**config.mk**
```make
export PLATFORM = sky130hd
export DESIGN_NAME = otg_session_ctrl
export DESIGN_NICKNAME = d
export VERILOG_FILES = /design/src/otg_session_pkg.sv /design/src/pin_sync.sv /design/src/ep_buffer_map.sv /design/src/otg_session_ctrl.sv
export VERILOG_INCLUDE_DIRS = /design/src /design/src/src
export SDC_FILE = /design/constraint.sdc
export NUM_CORES = 1
export LEC_CHECK = 0
export BUFFER_PORTS_ARGS = -buffer_cell sky130_fd_sc_hd__buf_2
export CORE_MARGIN = 8
export CORE_UTILIZATION = 60
export CTS_CLUSTER_DIAMETER = 100
export CTS_CLUSTER_SIZE = 20
export DETAILED_ROUTE_END_ITERATION = 8
export GPL_TIMING_DRIVEN = 0
export PLACE_DENSITY = 0.86
export SYNTH_ARGS = -nofsm -noshare
export SYNTH_HDL_FRONTEND = slang
export SYNTH_HIERARCHICAL = 1
export SYNTH_SLANG_ARGS = --single-unit
```
**constraint.sdc**
```tcl
create_clock -name CLOCK_I -period 7.82 [get_ports CLOCK_I]
set_clock_uncertainty 0.1 [all_clocks]
set_input_delay 0.391 -clock CLOCK_I [delete_from_list [all_inputs] [get_ports CLOCK_I]]
set_output_delay 0.391 -clock CLOCK_I [all_outputs]
set_load 0.005 [all_outputs]
```
**src/otg_session_defs.svh**
```systemverilog
`ifndef OTG_SESSION_DEFS_SVH
`define OTG_SESSION_DEFS_SVH

////////////////////////////////////////////////////////////////////////////
// register byte offsets on the avalon slave
`define OFS_DEV_CTRL        6'h00
`define OFS_IRQ_STATUS      6'h04
`define OFS_IRQ_MASK        6'h08
`define OFS_EP_SELECT       6'h0c
`define OFS_TX_SIZE         6'h10
`define OFS_RX_SIZE         6'h14
`define OFS_TX_ADDR         6'h18
`define OFS_RX_ADDR         6'h1c

////////////////////////////////////////////////////////////////////////////
// device control and status field positions
`define DCS_B_ROLE          7
`define DCS_FULL_SPEED      6
`define DCS_LOW_SPEED       5
`define DCS_VBUS_HI         4
`define DCS_VBUS_LO         3
`define DCS_HOST_ROLE       2
`define DCS_SESSION         0

// vbus level encodings
`define VBUS_BELOW_SESS_END 2'h0
`define VBUS_ABOVE_SESS_END 2'h1
`define VBUS_ABOVE_A_VALID  2'h2
`define VBUS_ABOVE_VBUS_VLD 2'h3

// interrupt status bit positions
`define IRQ_SESS_START      0
`define IRQ_SESS_END        1
`define IRQ_VBUS_CHANGE     2
`define IRQ_SRP_START       3
`define IRQ_W               4

////////////////////////////////////////////////////////////////////////////
// endpoint buffer configuration
`define NUM_DYN_EP          4
`define NUM_EP              5
`define SZ_CFG_W            5
`define ADDR_CFG_W          13
`define EP_SEL_W            3
`define SZ_DOUBLE_BIT       4
`define SZ_BIAS             5'h03
`define BUF_BASE_W          16
`define BUF_BYTES_W         20
`define EP0_SIZE_CODE       4'h3
`define EP0_START           13'h0000

////////////////////////////////////////////////////////////////////////////
// reset values
`define RST_IRQ_MASK        4'h0
`define RST_EP_SELECT       3'h0
`define RST_WORD            32'h0000_0000

`endif

```
**src/otg_session_pkg.sv**
```systemverilog
package otg_session_pkg;
`include "otg_session_defs.svh"

    // avalon access phase: request seen, then answered
    typedef enum logic {
        BUS_IDLE,
        BUS_ANSWER
    } bus_phase_t;

    // whole state of the session and configuration logic
    typedef struct packed {
        bus_phase_t                                   phase;
        logic [31:0]                                  rdata;
        logic                                         session;
        logic                                         b_role;
        logic [1:0]                                   vbus;
        logic                                         soft_disc;
        logic                                         srp_pulse;
        logic [`IRQ_W-1:0]                            irq_status;
        logic [`IRQ_W-1:0]                            irq_mask;
        logic [`EP_SEL_W-1:0]                         ep_sel;
        logic [`NUM_DYN_EP-1:0][`SZ_CFG_W-1:0]        tx_size;
        logic [`NUM_DYN_EP-1:0][`SZ_CFG_W-1:0]        rx_size;
        logic [`NUM_DYN_EP-1:0][`ADDR_CFG_W-1:0]      tx_addr;
        logic [`NUM_DYN_EP-1:0][`ADDR_CFG_W-1:0]      rx_addr;
    } ctrl_state_t;

    // registered placement of one endpoint buffer
    typedef struct packed {
        logic [`BUF_BASE_W-1:0]                       base;
        logic [`BUF_BYTES_W-1:0]                      bytes;
    } map_state_t;

endpackage : otg_session_pkg

```
**src/pin_sync.sv**
```systemverilog
`timescale 1ns/1ps

// two-flop synchroniser for asynchronous pin levels
module pin_sync #(
    parameter int WIDTH = 1
) (
    input  wire logic             clk_i,
    input  wire logic             rst_b_i,
    input  wire logic [WIDTH-1:0] pin_i,
    output logic      [WIDTH-1:0] sync_o
);

    // stage 1 is read only by stage 0 (metastability guard)
    logic [1:0][WIDTH-1:0] st;       // [1] first flop, [0] second
    logic [1:0][WIDTH-1:0] next_st;  // next value

    // shift the pin through both stages
    always_comb begin
        next_st    = st;
        next_st[1] = pin_i;
        next_st[0] = st[1];
    end

    // state register
    always_ff @(posedge clk_i or negedge rst_b_i) begin
        if (!rst_b_i) begin
            st <= '0;
        end else begin
            st <= next_st;
        end
    end

    assign sync_o = st[0];

endmodule : pin_sync

```
**src/ep_buffer_map.sv**
```systemverilog
`timescale 1ns/1ps
`include "otg_session_defs.svh"

// turns a size code, double flag and start unit into byte figures
module ep_buffer_map
    import otg_session_pkg::*;
(
    input  wire logic                     clk_i,
    input  wire logic                     rst_b_i,
    input  wire logic [3:0]               size_code_i,
    input  wire logic                     double_i,
    input  wire logic [`ADDR_CFG_W-1:0]   start_i,
    output logic      [`BUF_BASE_W-1:0]   base_o,
    output logic      [`BUF_BYTES_W-1:0]  bytes_o
);

    map_state_t st;       // registered placement
    map_state_t next_st;  // next value
    logic [4:0] shift;    // log2 of the buffer length

    always_comb begin
        shift         = {1'b0, size_code_i} + `SZ_BIAS + {4'h0, double_i};
        next_st.bytes = `BUF_BYTES_W'(1) << shift;
        // start is kept in units of eight bytes
        next_st.base  = {start_i, 3'b000};
    end

    // state register
    always_ff @(posedge clk_i or negedge rst_b_i) begin
        if (!rst_b_i) begin
            st <= '0;
        end else begin
            st <= next_st;
        end
    end

    assign base_o  = st.base;
    assign bytes_o = st.bytes;
endmodule : ep_buffer_map

```
**src/otg_session_ctrl.sv**
```systemverilog
`timescale 1ns/1ps
`include "otg_session_defs.svh"

module otg_session_ctrl
    import otg_session_pkg::*;
(
    input  wire logic                             CLOCK_I,
    input  wire logic                             RST_B_I,
    input  wire logic [5:0]                       AVS_ADDRESS_I,
    input  wire logic                             AVS_READ_I,
    input  wire logic                             AVS_WRITE_I,
    input  wire logic [31:0]                      AVS_WRITEDATA_I,
    input  wire logic [3:0]                       AVS_BYTEENABLE_I,
    output logic      [31:0]                      AVS_READDATA_O,
    output logic                                  AVS_WAITREQUEST_O,
    input  wire logic                             ID_I,
    input  wire logic                             ABOVE_SESS_END_I,
    input  wire logic                             ABOVE_A_VALID_I,
    input  wire logic                             ABOVE_VBUS_VALID_I,
    input  wire logic                             SUSPEND_I,
    output logic                                  SESSION_O,
    output logic                                  SRP_START_O,
    output logic                                  SOFT_DISCONNECT_O,
    output logic                                  IRQ_O,
    output logic [`NUM_EP*`BUF_BASE_W-1:0]        TX_BUF_BASE_O,
    output logic [`NUM_EP*`BUF_BYTES_W-1:0]       TX_BUF_SIZE_O,
    output logic [`NUM_EP*`BUF_BASE_W-1:0]        RX_BUF_BASE_O,
    output logic [`NUM_EP*`BUF_BYTES_W-1:0]       RX_BUF_SIZE_O
);
    import otg_session_pkg::*;

    ////////////////////////////////////////////////////////////////////////
    // declarations
    ctrl_state_t               st;           // all registered state
    ctrl_state_t               next_st;      // next value of the state
    logic [4:0]                pins;         // synchronised pin levels
    logic [1:0]                level;        // encoded vbus level
    logic                      suspended;    // link is in suspend
    logic                      b_pin;        // id pin says B device
    logic                      req;          // read or write pending
    logic                      take_wr;      // write taken this edge
    logic                      take_rd;      // read answered this edge
    logic                      dcs_wr;       // write to device control
    logic                      dyn_sel;      // selected ep is 1..4
    logic [1:0]                idx;          // index of selected ep
    logic [31:0]               read_word;    // value for the read mux
    logic [`IRQ_W-1:0]         ev;           // events of this cycle
    logic [`IRQ_W-1:0]         clr;          // status bits being read
    logic [`NUM_EP-1:0][`SZ_CFG_W-1:0]   tx_cfg;   // size per endpoint
    logic [`NUM_EP-1:0][`SZ_CFG_W-1:0]   rx_cfg;   // size per endpoint
    logic [`NUM_EP-1:0][`ADDR_CFG_W-1:0] tx_at;    // start per endpoint
    logic [`NUM_EP-1:0][`ADDR_CFG_W-1:0] rx_at;    // start per endpoint

    // byte-lane merge of the low half word
    function automatic logic [15:0] merge_lanes(input logic [15:0] old,
                                                input logic [31:0] wd,
                                                input logic [3:0]  be);
        merge_lanes = {be[1] ? wd[15:8] : old[15:8],
                       be[0] ? wd[7:0]  : old[7:0]};
    endfunction : merge_lanes

    ////////////////////////////////////////////////////////////////////////
    // pin synchronisers: id, three comparators and suspend
    pin_sync #(
        .WIDTH (5)
    ) u_pins (
        .clk_i   (CLOCK_I),
        .rst_b_i (RST_B_I),
        .pin_i   ({SUSPEND_I, ID_I, ABOVE_VBUS_VALID_I,
                   ABOVE_A_VALID_I, ABOVE_SESS_END_I}),
        .sync_o  (pins)
    );

    assign suspended = pins[4];
    assign b_pin     = pins[3];

    always_comb begin
        if (pins[2]) begin
            level = `VBUS_ABOVE_VBUS_VLD;
        end else if (pins[1]) begin
            level = `VBUS_ABOVE_A_VALID;
        end else if (pins[0]) begin
            level = `VBUS_ABOVE_SESS_END;
        end else begin
            level = `VBUS_BELOW_SESS_END;
        end
    end

    ////////////////////////////////////////////////////////////////////////
    // bus decode; one wait cycle, then the answer
    assign req       = AVS_READ_I | AVS_WRITE_I;
    assign take_wr   = AVS_WRITE_I && st.phase == BUS_ANSWER;
    assign take_rd   = AVS_READ_I && st.phase == BUS_ANSWER;
    assign dcs_wr    = take_wr && AVS_ADDRESS_I == `OFS_DEV_CTRL;
    assign dyn_sel   = st.ep_sel >= 3'h1 && st.ep_sel <= 3'h4;
    assign idx       = 2'(st.ep_sel - 3'h1);

    // read mux, captured into the data flops one edge before the answer
    always_comb begin
        read_word = `RST_WORD;
        case (AVS_ADDRESS_I)
            `OFS_DEV_CTRL: begin
                read_word[`DCS_B_ROLE] = st.b_role;
                // host and speed flags held low
                read_word[`DCS_FULL_SPEED] = 1'b0;
                read_word[`DCS_LOW_SPEED]  = 1'b0;
                read_word[`DCS_HOST_ROLE]  = 1'b0;
                read_word[`DCS_VBUS_HI:`DCS_VBUS_LO] = st.vbus;
                read_word[`DCS_SESSION] = st.session;
            end
            `OFS_IRQ_STATUS: read_word[`IRQ_W-1:0] = st.irq_status;
            `OFS_IRQ_MASK:   read_word[`IRQ_W-1:0] = st.irq_mask;
            `OFS_EP_SELECT:  read_word[`EP_SEL_W-1:0] = st.ep_sel;
            `OFS_TX_SIZE:    read_word[`SZ_CFG_W-1:0] = tx_cfg[st.ep_sel];
            `OFS_RX_SIZE:    read_word[`SZ_CFG_W-1:0] = rx_cfg[st.ep_sel];
            `OFS_TX_ADDR:    read_word[`ADDR_CFG_W-1:0] = tx_at[st.ep_sel];
            `OFS_RX_ADDR:    read_word[`ADDR_CFG_W-1:0] = rx_at[st.ep_sel];
            // unmapped offsets read as zero
            default:         read_word = `RST_WORD;
        endcase
        // selections above four have no buffer and read as zero
        if (st.ep_sel > 3'h4 && AVS_ADDRESS_I >= `OFS_TX_SIZE) begin
            read_word = `RST_WORD;
        end
    end

    ////////////////////////////////////////////////////////////////////////
    // next state
    always_comb begin
        next_st           = st;
        ev                = '0;
        clr               = '0;
        next_st.srp_pulse = 1'b0;
        next_st.b_role    = b_pin;
        next_st.vbus      = level;
        if (level != st.vbus) begin
            ev[`IRQ_VBUS_CHANGE] = 1'b1;
        end

        if (st.b_role && !dcs_wr) begin
            if (!st.session && st.vbus >= `VBUS_ABOVE_A_VALID) begin
                next_st.session = 1'b1;
            end else if (st.session &&
                         st.vbus == `VBUS_BELOW_SESS_END) begin
                next_st.session = 1'b0;
            end
        end

        // bus phase: capture read data, then answer
        case (st.phase)
            BUS_IDLE: begin
                if (req) begin
                    next_st.phase = BUS_ANSWER;
                    next_st.rdata = read_word;
                end
            end
            BUS_ANSWER: begin
                next_st.phase = BUS_IDLE;
            end
            default: begin
                next_st.phase = BUS_IDLE;
            end
        endcase

        // register writes take effect at the answering edge
        if (take_wr && AVS_BYTEENABLE_I[0]) begin
            case (AVS_ADDRESS_I)
                `OFS_DEV_CTRL: begin
                    if (AVS_WRITEDATA_I[`DCS_SESSION]) begin
                        if (!st.session) begin
                            next_st.session = 1'b1;
                            if (st.b_role) begin
                                next_st.srp_pulse    = 1'b1;
                                ev[`IRQ_SRP_START]   = 1'b1;
                            end
                        end
                    end else if (st.session) begin
                        if (suspended) begin
                            next_st.session   = 1'b0;
                            next_st.soft_disc = 1'b1;
                        end else if (!st.b_role) begin
                            next_st.session = 1'b0;
                        end
                    end
                end
                `OFS_IRQ_MASK: begin
                    next_st.irq_mask = AVS_WRITEDATA_I[`IRQ_W-1:0];
                end
                `OFS_EP_SELECT: begin
                    next_st.ep_sel = AVS_WRITEDATA_I[`EP_SEL_W-1:0];
                end
                `OFS_TX_SIZE: begin
                    if (dyn_sel) begin
                        next_st.tx_size[idx] =
                            AVS_WRITEDATA_I[`SZ_CFG_W-1:0];
                    end
                end
                `OFS_RX_SIZE: begin
                    if (dyn_sel) begin
                        next_st.rx_size[idx] =
                            AVS_WRITEDATA_I[`SZ_CFG_W-1:0];
                    end
                end
                default: begin
                    // other offsets take no byte-zero write
                end
            endcase
        end

        // start addresses span two byte lanes
        if (take_wr && dyn_sel && AVS_ADDRESS_I == `OFS_TX_ADDR) begin
            next_st.tx_addr[idx] = `ADDR_CFG_W'(merge_lanes(
                {3'h0, st.tx_addr[idx]}, AVS_WRITEDATA_I,
                AVS_BYTEENABLE_I));
        end
        if (take_wr && dyn_sel && AVS_ADDRESS_I == `OFS_RX_ADDR) begin
            next_st.rx_addr[idx] = `ADDR_CFG_W'(merge_lanes(
                {3'h0, st.rx_addr[idx]}, AVS_WRITEDATA_I,
                AVS_BYTEENABLE_I));
        end

        // session edges raise events; a new session ends a disconnect
        if (!st.session && next_st.session) begin
            ev[`IRQ_SESS_START] = 1'b1;
            next_st.soft_disc   = 1'b0;
        end
        if (st.session && !next_st.session) begin
            ev[`IRQ_SESS_END] = 1'b1;
        end

        // only bits that the read returned are cleared; a new event wins
        if (take_rd && AVS_ADDRESS_I == `OFS_IRQ_STATUS) begin
            clr = st.rdata[`IRQ_W-1:0];
        end
        next_st.irq_status = (st.irq_status & ~clr) | ev;
    end

    // state register
    always_ff @(posedge CLOCK_I or negedge RST_B_I) begin
        if (!RST_B_I) begin
            st          <= '0;
            st.phase    <= BUS_IDLE;
            st.irq_mask <= `RST_IRQ_MASK;
            st.ep_sel   <= `RST_EP_SELECT;
        end else begin
            st <= next_st;
        end
    end

    ////////////////////////////////////////////////////////////////////////
    // outputs
    assign AVS_WAITREQUEST_O = req && st.phase == BUS_IDLE;
    assign AVS_READDATA_O    = st.rdata;
    assign SESSION_O         = st.session;
    assign SRP_START_O       = st.srp_pulse;
    assign SOFT_DISCONNECT_O = st.soft_disc;
    assign IRQ_O             = |(st.irq_status & st.irq_mask);

    ////////////////////////////////////////////////////////////////////////
    // endpoint buffer placement
    // endpoint zero is fixed
    assign tx_cfg[0] = {1'b0, `EP0_SIZE_CODE};
    assign rx_cfg[0] = {1'b0, `EP0_SIZE_CODE};
    assign tx_at[0]  = `EP0_START;
    assign rx_at[0]  = `EP0_START;

    for (genvar e = 1; e < `NUM_EP; e++) begin : g_dyn
        assign tx_cfg[e] = st.tx_size[e-1];
        assign rx_cfg[e] = st.rx_size[e-1];
        assign tx_at[e]  = st.tx_addr[e-1];
        assign rx_at[e]  = st.rx_addr[e-1];
    end

    for (genvar e = 0; e < `NUM_EP; e++) begin : g_map
        ep_buffer_map u_tx (
            .clk_i       (CLOCK_I),
            .rst_b_i     (RST_B_I),
            .size_code_i (tx_cfg[e][3:0]),
            .double_i    (tx_cfg[e][`SZ_DOUBLE_BIT]),
            .start_i     (tx_at[e]),
            .base_o      (TX_BUF_BASE_O[e*`BUF_BASE_W +: `BUF_BASE_W]),
            .bytes_o     (TX_BUF_SIZE_O[e*`BUF_BYTES_W +: `BUF_BYTES_W])
        );
        ep_buffer_map u_rx (
            .clk_i       (CLOCK_I),
            .rst_b_i     (RST_B_I),
            .size_code_i (rx_cfg[e][3:0]),
            .double_i    (rx_cfg[e][`SZ_DOUBLE_BIT]),
            .start_i     (rx_at[e]),
            .base_o      (RX_BUF_BASE_O[e*`BUF_BASE_W +: `BUF_BASE_W]),
            .bytes_o     (RX_BUF_SIZE_O[e*`BUF_BYTES_W +: `BUF_BYTES_W])
        );
    end
endmodule : otg_session_ctrl

```
==> metrics.txt <==
status finished clean; Layout area overhead 17.1%; DRC viols 0; Worst Tran Pin Value 833 ps; Netlist Area Pre-Place 0.0215 mm2; Seq pwr share 0.590; Seq cells post-synth 515; number of flops mapped to enable cells by yosys 0; max-slew violations 0; crit path DAT 4430 ps; slowest stage delay, CP 670 ps; Ports 448; total global-route track usage 0.272; CP delay by family, top buffers and inverters; fin cells 2,698; RSZ-0062 raised after global routing false; Avg Cell Area, Syn 12.4 um2; drt pass-1 iters 6; crit path cell chain buf_2, clkinv_1, clkbuf_1, ha_1, clkbuf_2, buf_1, mux4_2, inv_1, o21ai_0, mux2_2; Die Wd 205 um; prevailing post-synth register cell dfrtp_1; min Tclk post-route 4060 ps; final core utilization 0.710; most frequent cells in the layout dfrtp_1, buf_2, mux2_2; Clk network pwr share 0.317; CP Data Required Time 8190 ps; endpoints failing hold 0; WL/cell 21.7 um; Power Density 185 mW/mm2; CTS H-tree lvls 1; I/O Buffers 374; setup violators final 0; worst vdd ir 0.000187 V; Clk Latency, worst-skew pair 580 ps; Design Power 4.65 mW; crit path max-delay cell type buf_1; setup TNS 0 ps; Sink Count 515; Setup crit end kind flip-flop; path type of the worst min-delay path in -> reg; die footprint 0.0421 mm2; initial drt markers 1,532; vias per cell 5.73; Die H 205 um; largest family of logic cells by synthesized area multiplexers; Final period util 0.520; Logic pwr share 0.093; initial antenna violation count 10; worst rel slew slack 0.444; fmax 0.246 GHz; critical path class reg -> reg; Buf/Inv on CP 6; ANT nets after route 0; clock root cell clkbuf_16; Core Area 0.0354 mm2; num rows 69; vias in the first global route 15,713; Distinct cells, synth 68; clock buffer depth 3; complex-gate fraction of the synthesized area 0.0749; final wirelength 58,500 um; share of layout cells above drive strength 1 0.353; post-DP HPWL 43,100 um; Post-Syn Instances 1,738; number of buffers created by CTS 29; yosys warns 6; CP max FO 12; worst hold slack 148 ps; Starting Density 0.606; global-route wire length before repair 89,700 um; dpl cells 2,656; Sw Share 0.241; Max-Cap Viols 0; Post-CTS Setup Repair Bufs 0; XOR/XNOR Fraction of Synth Area 0.00490; Lkg Pwr 13.2 nW; Post-layout nets 2,308; fraction of registers with async set or reset after synthesis 1.00; crit start category flip-flop; Clock transition at path regs 90 ps; GRT overflow 0; commonest non-fill, non-tap cell in the layout dfrtp_1; largest net degree at the start of global routing 120; GP Congestion 0.927; Simple-Gate Fraction of Synth Area 0.116; Sw Pwr 1.12 mW; Seq/Total Area, Yosys 0.600; CTS tree yes; internal power 3.53 mW; post-synthesis mux area share 0.128; Post-Synth Adder-Cell Area 0.0146; total number of vias 15,472
## path summary, 6_finish.rpt
kind / from / end / slack [ps] / depth (start not counted)
max in group asynchronous: RST_B_I / rx_at[64] / 5780 / 4
min reg2reg: u_pins/sync_o[3] / st[159] / 250 / 0
min: AVS_WRITEDATA_I[4] / st[138] / 150 / 2
max reg2reg: st[145] / st[71] / 3760 / 10
min in group asynchronous: RST_B_I / g_map[1].u_rx/bytes_o[19] / 350 / 2
max: st[145] / st[71] / 3760 / 10
## metal layers
metal  track usage  vias to the layer above  share of wire
li1              -                     6857              -
met3        0.0719                      165          0.089
met2         0.450                      758           0.50
met4         0.117                       10          0.040
met5             0                        -        0.00099
met1         0.336                     7682           0.37
## through the flow
| stage | area, um2 | setup WS (ps) |
|---|---|---|
| final | 25100 | 3760 |
| after global routing | 25100 | 3620 |
| after CTS | 25100 | 3830 |
| after detailed placement | 24300 | 3850 |
| after global placement | 24200 | -3350 |
| after floorplan | 21800 | 4990 |
## cells by family after synthesis
logic type                 Yosys count
and+or+nand+nor                    474
buffers and inverters              233
adders and majority gates           25
xor gates and xnor gates            12
DFF                                515
AOI/OAI and AO/OA                  247
muxes                              220
other                               12
## state kept, by name, summed over array words and instances (netlist names), 5 cells and up
name	flops
u_pins/sync_o	5
g_map.u_tx/base_o	65
g_map.u_tx/bytes_o	100
rx_cfg	20
rx_at	52
st	87
g_map.u_rx/base_o	65
u_pins/next_st	5
AVS_READDATA_O	13
g_map.u_rx/bytes_o	100
## power by group through the flow
stage / Clock [mW] / Sequential, mW / Combinational, mW
after global placement: 0 / 2.79 / 0.395
after detailed placement: 0 / 2.79 / 0.416
after CTS: 1.50 / 2.74 / 0.420
final: 1.48 / 2.74 / 0.432
after global routing: 1.59 / 2.75 / 0.471
after floorplan: 0 / 2.79 / 0.235
## layout make-up
type                    count  area [um2]
fillers                  2425       10200
plain buffers             162        1020
inverters                  71         267
diodes                      5        12.5
repair buffers            384        2050
multi-input cells        1069        7590
clock inverters             2        16.3
flip-flops and latches    515       12900
clock buffers              29         726
well taps                 461         577
## what timing repair did
item | CTS | global route
hold buffers | 6 | 0
endpoints found under the hold margin | 113 | 0
resized for setup | 0 | 0
## worst register-to-register path: cells and delay by family (launching register included)
family	cells	cell delay, ps
compound gates	1	170
mux	2	760
buf+inv	6	2110
fa+ha+maj	1	410
flops	1	390
## synthesized netlist by cell type, drive strengths merged, types with 35 or more instances
master / number / area share
dfrtp: 515 / 0.60
mux2: 158 / 0.083
nor2: 158 / 0.028
buf: 137 / 0.043
nand2: 105 / 0.019
inv: 70 / 0.012
a21oi: 52 / 0.012
o22ai: 52 / 0.015
o21ai: 42 / 0.0098
a22oi: 35 / 0.012
mux2i: 35 / 0.016
(Power assumes the default switching activity.)
